### src/verilog/adsq_defines.vh
/*
 * Shared constants of the conversion sequencer: clock select codes, divider
 * ratios, sequence lengths and result layout.
 * Assumes one system clock whose period is one oscillator period.
 */
`ifndef ADSQ_DEFINES_VH
`define ADSQ_DEFINES_VH

// Conversion clock select codes.
`define ADSQ_CS_DIV8        2'b00
`define ADSQ_CS_DIV32       2'b01
`define ADSQ_CS_DIV64       2'b10
`define ADSQ_CS_RC          2'b11

// Oscillator periods per bit period for each divided setting.
`define ADSQ_DIV8_COUNT     7'h08
`define ADSQ_DIV32_COUNT    7'h20
`define ADSQ_DIV64_COUNT    7'h40

// One instruction cycle is four oscillator periods.
`define ADSQ_TCY_COUNT      3'h4

// Bit periods of one conversion after the first segment.
`define ADSQ_CONV_TADS      4'hc
// Index of the first resolved bit period and of the last one.
`define ADSQ_FIRST_BIT_TAD  4'h1
`define ADSQ_LAST_BIT_TAD   4'ha
// Bit periods waited after an abort before acquisition restarts.
`define ADSQ_ABORT_TADS     2'h2

// Result layout.
`define ADSQ_RES_BITS       10
`define ADSQ_PAD_BITS       6
`define ADSQ_RES_MSB        4'h9

`endif

### src/verilog/adsq_tad_divider.v
/*
 * Bit period generator: a reloadable divider on the oscillator, or a pass-through
 * of the internal RC oscillator tick when the RC setting is selected.
 * Assumes rc_tick is a one-cycle pulse already synchronous to clock.
 */
`timescale 1ns/1ps
`include "adsq_defines.vh"

module adsq_tad_divider #(
    parameter [6:0] DIV8  = `ADSQ_DIV8_COUNT,
    parameter [6:0] DIV32 = `ADSQ_DIV32_COUNT,
    parameter [6:0] DIV64 = `ADSQ_DIV64_COUNT
) (
    input  wire       clock,
    input  wire       sys_rst,
    input  wire       run,
    input  wire [1:0] clk_sel,
    input  wire       rc_tick,
    output wire       tad_tick
);
    reg  [6:0] div_cnt_reg;
    reg  [6:0] div_load;
    wire       div_tick;

    always @* begin
        case (clk_sel)
            `ADSQ_CS_DIV8:  div_load = DIV8;
            `ADSQ_CS_DIV32: div_load = DIV32;
            default:        div_load = DIV64;
        endcase
    end

    // The count restarts whenever the sequencer is idle, so the first tick
    // lands one full bit period after the start.
    always @(posedge clock or posedge sys_rst) begin
        if (sys_rst) begin
            div_cnt_reg <= 7'h01;
        end else if (!run || div_tick) begin
            div_cnt_reg <= 7'h01;
        end else begin
            div_cnt_reg <= div_cnt_reg + 7'h01;
        end
    end

    assign div_tick = run && (div_cnt_reg == div_load);
    assign tad_tick = (clk_sel == `ADSQ_CS_RC) ? (run && rc_tick) : div_tick;
endmodule

### src/verilog/adsq_sequencer.v
/*
 * Control logic of a 10-bit successive-approximation converter: start, abort
 * and completion sequencing, sleep handling, pin read masking and result
 * justification into a 16-bit register pair.
 * Assumes all control bits arrive as synchronous levels or one-cycle pulses
 * from the register file, and comp_above comes from the analog comparator.
 */
`timescale 1ns/1ps
`include "adsq_defines.vh"

module adsq_sequencer #(
    parameter       NUM_PINS = 16,
    parameter [6:0] DIV8     = `ADSQ_DIV8_COUNT,
    parameter [6:0] DIV32    = `ADSQ_DIV32_COUNT,
    parameter [6:0] DIV64    = `ADSQ_DIV64_COUNT
) (
    input  wire                clock,
    input  wire                sys_rst,
    input  wire                converter_on_bit,
    input  wire                go_set_pulse,
    input  wire                go_clear_pulse,
    input  wire [7:0]          second_converter_control,
    input  wire [3:0]          channel_select_bits,
    input  wire [NUM_PINS-1:0] pin_dir_input,
    input  wire [NUM_PINS-1:0] pin_analog_cfg,
    input  wire [NUM_PINS-1:0] pin_level,
    input  wire                sleep_mode,
    input  wire                conversion_irq_enable,
    input  wire                done_flag_clear,
    input  wire                rc_tick,
    input  wire                comp_above,
    input  wire                result_lo_wr,
    input  wire                result_hi_wr,
    input  wire [7:0]          result_wdata,
    output wire                go_flag,
    output wire                conversion_done_flag,
    output wire                done_pulse,
    output wire                wake_pulse,
    output wire                module_powered,
    output wire                hold_connected,
    output wire                sample_digital_level,
    output wire [3:0]          analog_mux_sel,
    output wire [9:0]          sar_dac,
    output wire [7:0]          result_lo,
    output wire [7:0]          result_hi,
    output wire [NUM_PINS-1:0] port_read
);
    localparam [3:0] ST_IDLE  = 4'b0001;
    localparam [3:0] ST_START = 4'b0010;
    localparam [3:0] ST_CONV  = 4'b0100;
    localparam [3:0] ST_WAIT2 = 4'b1000;

    // State roles:
    // ST_IDLE holds the capacitor on the selected channel, which is acquisition.
    // ST_START is the first segment after go. It lasts at least one instruction
    // cycle and ends on the next bit period tick.
    // ST_CONV counts twelve bit periods and resolves ten result bits.
    // ST_WAIT2 keeps the capacitor off the input until the second bit period tick
    // after an abort, so a half-resolved charge never meets the source.

    wire [1:0] clk_sel;
    wire       result_format_bit;
    wire       tad_tick;
    wire       run;
    wire       sleep_rise;
    wire       abort_req;
    wire       sleep_kill;
    wire       finish;
    wire [9:0] final_code;
    wire [15:0] justified;

    reg [3:0]  state_reg;
    reg [3:0]  state_next;
    reg [2:0]  tcy_cnt_reg;
    reg [3:0]  tad_cnt_reg;
    reg [1:0]  wait_cnt_reg;
    reg        go_reg;
    reg        done_flag_reg;
    reg        powered_off_reg;
    reg        sleep_d_reg;
    reg [9:0]  sar_reg;
    reg [7:0]  result_lo_reg;
    reg [7:0]  result_hi_reg;
    reg        wake_reg;

    assign clk_sel           = second_converter_control[7:6];
    assign result_format_bit = second_converter_control[5];

    assign run = (state_reg != ST_IDLE);

    // The divider is held in reload while idle. This costs nothing in power
    // and makes the first tick land a full bit period after go, which keeps the
    // first segment inside its upper bound without a separate phase counter.

    adsq_tad_divider #(
        .DIV8  (DIV8),
        .DIV32 (DIV32),
        .DIV64 (DIV64)
    ) u_tad (
        .clock    (clock),
        .sys_rst  (sys_rst),
        .run      (run),
        .clk_sel  (clk_sel),
        .rc_tick  (rc_tick),
        .tad_tick (tad_tick)
    );

    // Sleep is seen as a level from the core. Only its rising edge aborts, so
    // a conversion started while already asleep on the RC clock is not killed
    // by the level itself. The delayed copy resets low, matching the awake
    // state, so no false edge follows a reset.
    assign sleep_rise = sleep_mode && !sleep_d_reg;
    // A divided clock stops in sleep, so a running conversion cannot finish.
    assign sleep_kill = sleep_rise && (clk_sel != `ADSQ_CS_RC) && go_reg;
    assign abort_req  = go_clear_pulse && !go_set_pulse && (state_reg == ST_START || state_reg == ST_CONV);
    assign finish     = (state_reg == ST_CONV) && tad_tick &&
                        (tad_cnt_reg == `ADSQ_CONV_TADS - 4'h1);

    // The least significant bit is decided one tick before the load, so the
    // register already holds the whole code when completion fires.
    assign final_code = sar_reg;

    // Next state. Abort and power loss override the normal flow: a power loss
    // or a sleep abort goes straight to idle, since the capacitor has nothing
    // to protect once the converter is off, while a software abort must pass
    // through the two period wait first.
    always @* begin
        state_next = state_reg;
        case (state_reg)
            ST_IDLE: begin
                if (go_set_pulse && converter_on_bit && !powered_off_reg) begin
                    state_next = ST_START;
                end
            end
            ST_START: begin
                // Wait at least one instruction cycle, then the next bit period edge.
                if (tcy_cnt_reg >= `ADSQ_TCY_COUNT && tad_tick) begin
                    state_next = ST_CONV;
                end
            end
            ST_CONV: begin
                if (finish) begin
                    state_next = ST_IDLE;
                end
            end
            ST_WAIT2: begin
                if (tad_tick && wait_cnt_reg == `ADSQ_ABORT_TADS - 2'h1) begin
                    state_next = ST_IDLE;
                end
            end
            default: begin
                state_next = ST_IDLE;
            end
        endcase
        if (abort_req) begin
            state_next = ST_WAIT2;
        end
        if (sleep_kill || !converter_on_bit) begin
            state_next = ST_IDLE;
        end
    end

    always @(posedge clock or posedge sys_rst) begin
        if (sys_rst) begin
            state_reg <= ST_IDLE;
        end else begin
            state_reg <= state_next;
        end
    end

    // Instruction cycle counter for the first segment.
    always @(posedge clock or posedge sys_rst) begin
        if (sys_rst) begin
            tcy_cnt_reg <= 3'h0;
        end else if (state_reg != ST_START) begin
            tcy_cnt_reg <= 3'h1;
        end else if (tcy_cnt_reg < `ADSQ_TCY_COUNT) begin
            tcy_cnt_reg <= tcy_cnt_reg + 3'h1;
        end
    end

    // Bit period counter across the conversion.
    always @(posedge clock or posedge sys_rst) begin
        if (sys_rst) begin
            tad_cnt_reg <= 4'h0;
        end else if (state_reg != ST_CONV) begin
            tad_cnt_reg <= 4'h0;
        end else if (tad_tick) begin
            tad_cnt_reg <= tad_cnt_reg + 4'h1;
        end
    end

    // Bit period counter of the abort wait. It only needs to reach the length
    // of the wait, so two bits suffice.
    always @(posedge clock or posedge sys_rst) begin
        if (sys_rst) begin
            wait_cnt_reg <= 2'h0;
        end else if (state_reg != ST_WAIT2) begin
            wait_cnt_reg <= 2'h0;
        end else if (tad_tick) begin
            wait_cnt_reg <= wait_cnt_reg + 2'h1;
        end
    end

    // Successive approximation: the first bit period prepares the MSB trial,
    // each of the next ten periods decides one bit and tries the next lower one, if any.
    always @(posedge clock or posedge sys_rst) begin
        if (sys_rst) begin
            sar_reg <= 10'h000;
        end else if (state_reg == ST_START) begin
            sar_reg <= 10'h000;
        end else if (state_reg == ST_CONV && tad_tick) begin
            if (tad_cnt_reg == 4'h0) begin
                sar_reg[`ADSQ_RES_MSB] <= 1'b1;
            end else if (tad_cnt_reg >= `ADSQ_FIRST_BIT_TAD && tad_cnt_reg <= `ADSQ_LAST_BIT_TAD) begin
                if (!comp_above) begin
                    sar_reg[`ADSQ_RES_MSB - (tad_cnt_reg - `ADSQ_FIRST_BIT_TAD)] <= 1'b0;
                end
                if (tad_cnt_reg != `ADSQ_LAST_BIT_TAD) begin
                    sar_reg[`ADSQ_RES_MSB - tad_cnt_reg] <= 1'b1;
                end
            end
        end
    end

    // Go flag: set by software only while powered, cleared by software,
    // by completion, by a sleep abort or by power down. A set in the same
    // cycle as a software clear wins.
    always @(posedge clock or posedge sys_rst) begin
        if (sys_rst) begin
            go_reg <= 1'b0;
        end else if (go_set_pulse && converter_on_bit && !powered_off_reg) begin
            go_reg <= 1'b1;
        end else if (go_clear_pulse || finish || sleep_kill || !converter_on_bit) begin
            go_reg <= 1'b0;
        end
    end

    // Done flag is sticky; a completion in the clearing cycle is kept.
    always @(posedge clock or posedge sys_rst) begin
        if (sys_rst) begin
            done_flag_reg <= 1'b0;
        end else if (finish) begin
            done_flag_reg <= 1'b1;
        end else if (done_flag_clear) begin
            done_flag_reg <= 1'b0;
        end
    end

    // Module power: a sleep abort, or a sleep completion with no wake source,
    // powers the converter off while the on bit stays as software left it.
    always @(posedge clock or posedge sys_rst) begin
        if (sys_rst) begin
            powered_off_reg <= 1'b0;
            sleep_d_reg     <= 1'b0;
            wake_reg        <= 1'b0;
        end else begin
            sleep_d_reg <= sleep_mode;
            wake_reg    <= finish && sleep_mode && conversion_irq_enable;
            if (!sleep_mode) begin
                powered_off_reg <= 1'b0;
            end else if (sleep_kill) begin
                powered_off_reg <= 1'b1;
            end else if (finish && !conversion_irq_enable) begin
                powered_off_reg <= 1'b1;
            end
        end
    end

    // Justification is chosen by the format bit as it stands at completion.
    // Changing the format mid-conversion is therefore harmless, and changing
    // it afterwards does not rearrange a result already loaded.
    assign justified = result_format_bit ? {{`ADSQ_PAD_BITS{1'b0}}, final_code}
                                         : {final_code, {`ADSQ_PAD_BITS{1'b0}}};

    // The result pair has no reset, so it survives every reset untouched.
    always @(posedge clock) begin
        if (finish && converter_on_bit) begin
            result_hi_reg <= justified[15:8];
            result_lo_reg <= justified[7:0];
        end else begin
            if (result_lo_wr) begin
                result_lo_reg <= result_wdata;
            end
            if (result_hi_wr) begin
                result_hi_reg <= result_wdata;
            end
        end
    end

    // Pin side: analog pins read as zero through the port; the selected
    // channel is converted whatever its direction or digital setting, so an
    // output pin presents its own driven level to the sampler.
    genvar gi;
    generate
        for (gi = 0; gi < NUM_PINS; gi = gi + 1) begin : g_pin
            assign port_read[gi] = pin_level[gi] & ~pin_analog_cfg[gi];
        end
    endgenerate

    assign analog_mux_sel       = channel_select_bits;
    assign sample_digital_level = ~pin_dir_input[channel_select_bits];

    // The hold switch closes only in idle with the converter powered. While
    // powered off the switch stays open, so an unpowered converter never loads
    // the source.
    assign hold_connected       = (state_reg == ST_IDLE) && converter_on_bit && !powered_off_reg;
    assign go_flag              = go_reg;
    assign conversion_done_flag = done_flag_reg;
    assign done_pulse           = finish;
    assign wake_pulse           = wake_reg;
    assign module_powered       = converter_on_bit && !powered_off_reg;
    assign sar_dac              = sar_reg;
    assign result_lo            = result_lo_reg;
    assign result_hi            = result_hi_reg;
endmodule

### config.mk
export PLATFORM = sky130hd
export DESIGN_NAME = adsq_sequencer
export DESIGN_NICKNAME = d
export VERILOG_FILES = /design/src/verilog/adsq_tad_divider.v /design/src/verilog/adsq_sequencer.v
export VERILOG_INCLUDE_DIRS = /design/src /design/src/verilog
export SDC_FILE = /design/constraint.sdc
export NUM_CORES = 1
export LEC_CHECK = 0
export BUFFER_PORTS_ARGS = -buffer_cell sky130_fd_sc_hd__buf_2
export CORE_ASPECT_RATIO = 1.2
export CORE_MARGIN = 3
export CORE_UTILIZATION = 49
export CTS_CLUSTER_DIAMETER = 100
export DETAILED_ROUTE_END_ITERATION = 8
export GPL_ROUTABILITY_DRIVEN = 0
export PLACE_DENSITY = 0.89
export SKIP_CTS_REPAIR_TIMING = 1
export SLEW_MARGIN = 10
export SYNTH_ARGS = -nofsm -noshare
export SYNTH_HDL_FRONTEND = slang
export SYNTH_SLANG_ARGS = --single-unit
### constraint.sdc
create_clock -name clock -period 3.2 [get_ports clock]
set_input_delay 0.32 -clock clock [delete_from_list [all_inputs] [get_ports clock]]
set_output_delay 0.32 -clock clock [all_outputs]
set_load 0.02 [all_outputs]
==> run metrics <==
share of layout cells above drive strength 1 0.351; R2R depth 6; Cells after DPL 536; Area Growth Syn to Fin 23.2%; CP max FO 11; Rel. slew slack 0.417; final slew viol count 0; H-tree levels 2; Gate power share 0.187; Cell Int Power 1.07 mW; DR vias 3085; Die Y between 90 and 100 µm; RR Startpoint tad_cnt_reg[2]$_DFFE_PP0P_; Sequential Power Share 0.498; ys async rst share 0.686; post-layout min period ~2.8 ns; RSZ-0062 raised after global routing no; final hold viol count 0; fin area approximately 0.0042 mm²; Antenna Violating Nets Remaining 0; Root Driver clkbuf_8; worst slew pin tran about 0.87 ns; Non-Filler Instances around 540; synthesized flop and latch total 51; Setup crit start kind flip-flop; maxcap violations 0; Most used DFF post-synth dfrtp_1; first-iteration detailed-routing DRC count 175; CTS clk-pin slew, worst paths about 0.1 ns; Max Freq between 300 and 400 MHz; total detailed-routing wirelength approximately 8 mm; syn nets about 430; die area around 0.008 mm²; DR WL/cell ~15 µm; WS Path Type flip-flop to flip-flop; leakage between 1.5 and 2 nW; IO Pins 133; Syn Inst Count roughly 340; TritonCTS buffer count 5; Clock power frac 0.315; status finished, final reports clean; switching portion of total power 0.282; Final Util 0.634; num rows 32; CP endpoint sar_dac[0]$_DFFE_PP0P_; Cell variety after synth 55; Tot Pwr about 1.5 mW; Placed Area slightly above 0.004 mm²; number of global-route vias before repair 2934; RR Endpoint sar_dac[0]$_DFFE_PP0P_; I/O Buffers roughly 130; CTS tree yes; initial antenna violation count 0; Yosys Warn Count 0; largest net degree at the start of global routing 19; Max IR drop VDD 0.000224 V; Setup TNS 0 ns; 1st-pass router iterations 4; DP HPWL around 6.4 mm; Final setup viols 0; Die W 81.8 µm; Clock Skews about 0.017 ns; Initial Utilization 0.514; EDFF count, synth 16; post-synthesis sequential area ratio 0.402; Nets 549; Arr. time, crit path about 3.0 ns; CORE AREA approximately 0.0066 mm²; fin crit share 0.864; # fillers 543; Skew-Pair Late Insertion Delay 0.32 ns; DRC Markers 0; crit end category flip-flop; Via-to-Cell Ratio 5.67; CTS Buffer Depth 2; Cell Area, Synth about 0.0034 mm²; CP required around 3.4 ns; Largest register FFs 10; gr usage total 0.201; ANT cells 0; sw power 420 µW; crit path launch tad_cnt_reg[2]$_DFFE_PP0P_; syn_area_per_cell about 9.9 µm²; clock sinks a little over 50; Hold WC Path Type primary input to async pin; pwr dens about 360 mW/mm²; grt ovf 0; FF-to-FF setup slack around 0.44 ns; first-pass GRT wire length ~13 mm
[power by group through the flow]
stage	Combinational (mW)	Clock, mW	Sequential, mW
after floorplan	0.143	0	0.775
after global placement	0.274	0	0.751
after detailed placement	0.280	0	0.754
after CTS	0.280	0.472	0.741
after global routing	0.310	0.495	0.746
final	0.278	0.468	0.741
[logic make-up after synthesis]
group	synth area share
simple gates	0.191
buf+inv	0.0645
fa+ha+maj	0.0408
compound gates	0.172
mux	0.104
flops	0.402
xor+xnor	0.0259
[synth_stat cells, types with 3 or more instances]
cell | number | area (µm²)
dfrtp_1 | 33 | 826
inv_1 | 25 | 93.8
nor2b_1 | 22 | 138
nand2_1 | 21 | 78.8
nor2_1 | 19 | 71.3
mux2i_1 | 17 | 170
edfxtp_1 | 16 | 480
clkbuf_1 | 15 | 56.3
a21oi_1 | 13 | 65.1
nand2b_1 | 13 | 81.3
a2111oi_0 | 11 | 96.3
ha_1 | 11 | 138
nand3_1 | 11 | 55.1
o21ai_0 | 10 | 50.1
o2111ai_1 | 9 | 78.8
a32o_1 | 8 | 80.1
nand3b_1 | 6 | 45.0
a211oi_1 | 5 | 37.5
mux2_2 | 5 | 56.3
mux4_2 | 5 | 113
xnor2_1 | 5 | 43.8
xor2_1 | 5 | 43.8
and3_1 | 4 | 25.0
buf_4 | 4 | 30.0
and2_1 | 3 | 18.8
nand4_1 | 3 | 18.8
nor3_1 | 3 | 15.0
o211ai_1 | 3 | 22.5
[cell usage in the layout (no fill, tap or decap), types with 6 or more instances in the layout]
| master | count |
|---|---|
| nor2_1 | 19 |
| nand2b_1 | 13 |
| nand2_1 | 21 |
| nor2b_1 | 22 |
| a2111oi_0 | 11 |
| buf_4 | 6 |
| nand3_1 | 11 |
| edfxtp_1 | 16 |
| o21ai_0 | 10 |
| nand3b_1 | 6 |
| a32o_1 | 8 |
| dfrtp_1 | 33 |
| ha_1 | 11 |
| inv_1 | 25 |
| buf_2 | 127 |
| a21oi_1 | 13 |
| mux2i_1 | 17 |
| o2111ai_1 | 9 |
[metal layers]
metal	global-route usage	routed length, µm	part of all wire	vias to the layer above
met2	0.353	4060	0.51	147
met3	0.0354	635	0.080	14
met4	0.0691	152	0.019	0
met5	0	0	0	-
met1	0.239	3130	0.39	1435
li1	-	-	-	1489
[area by class of cell]
type / instances / area, µm² / share of cell area
Multi-Input combinational cell: 242 / 1810 / 0.434
Sequential cell: 51 / 1360 / 0.327
Timing Repair Buffer: 133 / 681 / 0.164
Tap cell: 85 / 106 / 0.0256
Inverter: 25 / 93.8 / 0.0225
Clock buffer: 5 / 68.8 / 0.0165
Clock inverter: 3 / 46.3 / 0.0111
[metrics by stage]
step | hold slack, ns | setup slack [ns]
after detailed placement | 0.454 | 0.448
final | 0.0872 | 0.436
after global placement | 0.452 | 0.546
after CTS | 0.105 | 0.432
after global routing | 0.138 | 0.280
after floorplan | 0.351 | 0.652
[critical path: stages (launching register included)]
cell and delay (ns):
dfrtp_1 0.57, inv_1 0.20, ha_1 0.31, or3_1 0.51, a2111oi_0 0.60, o2111ai_1 0.19, a32o_1 0.29
[how the worst min path moves through the flow]
stage,from,endpoint,cells after the start
3_5_place_dp,sys_rst,u_tad.div_cnt_reg[2]$_DFF_PP0_,2
4_1_cts,sys_rst,u_tad.div_cnt_reg[2]$_DFF_PP0_,2
2_1_floorplan,sleep_mode,sleep_d_reg$_DFF_PP0_,0
3_3_place_gp,sys_rst,u_tad.div_cnt_reg[2]$_DFF_PP0_,2
5_1_grt,sys_rst,sar_dac[2]$_DFFE_PP0P_,2
6_report,sys_rst,u_tad.div_cnt_reg[2]$_DFF_PP0_,2
Note: power is estimated with default switching activity, not from simulation.
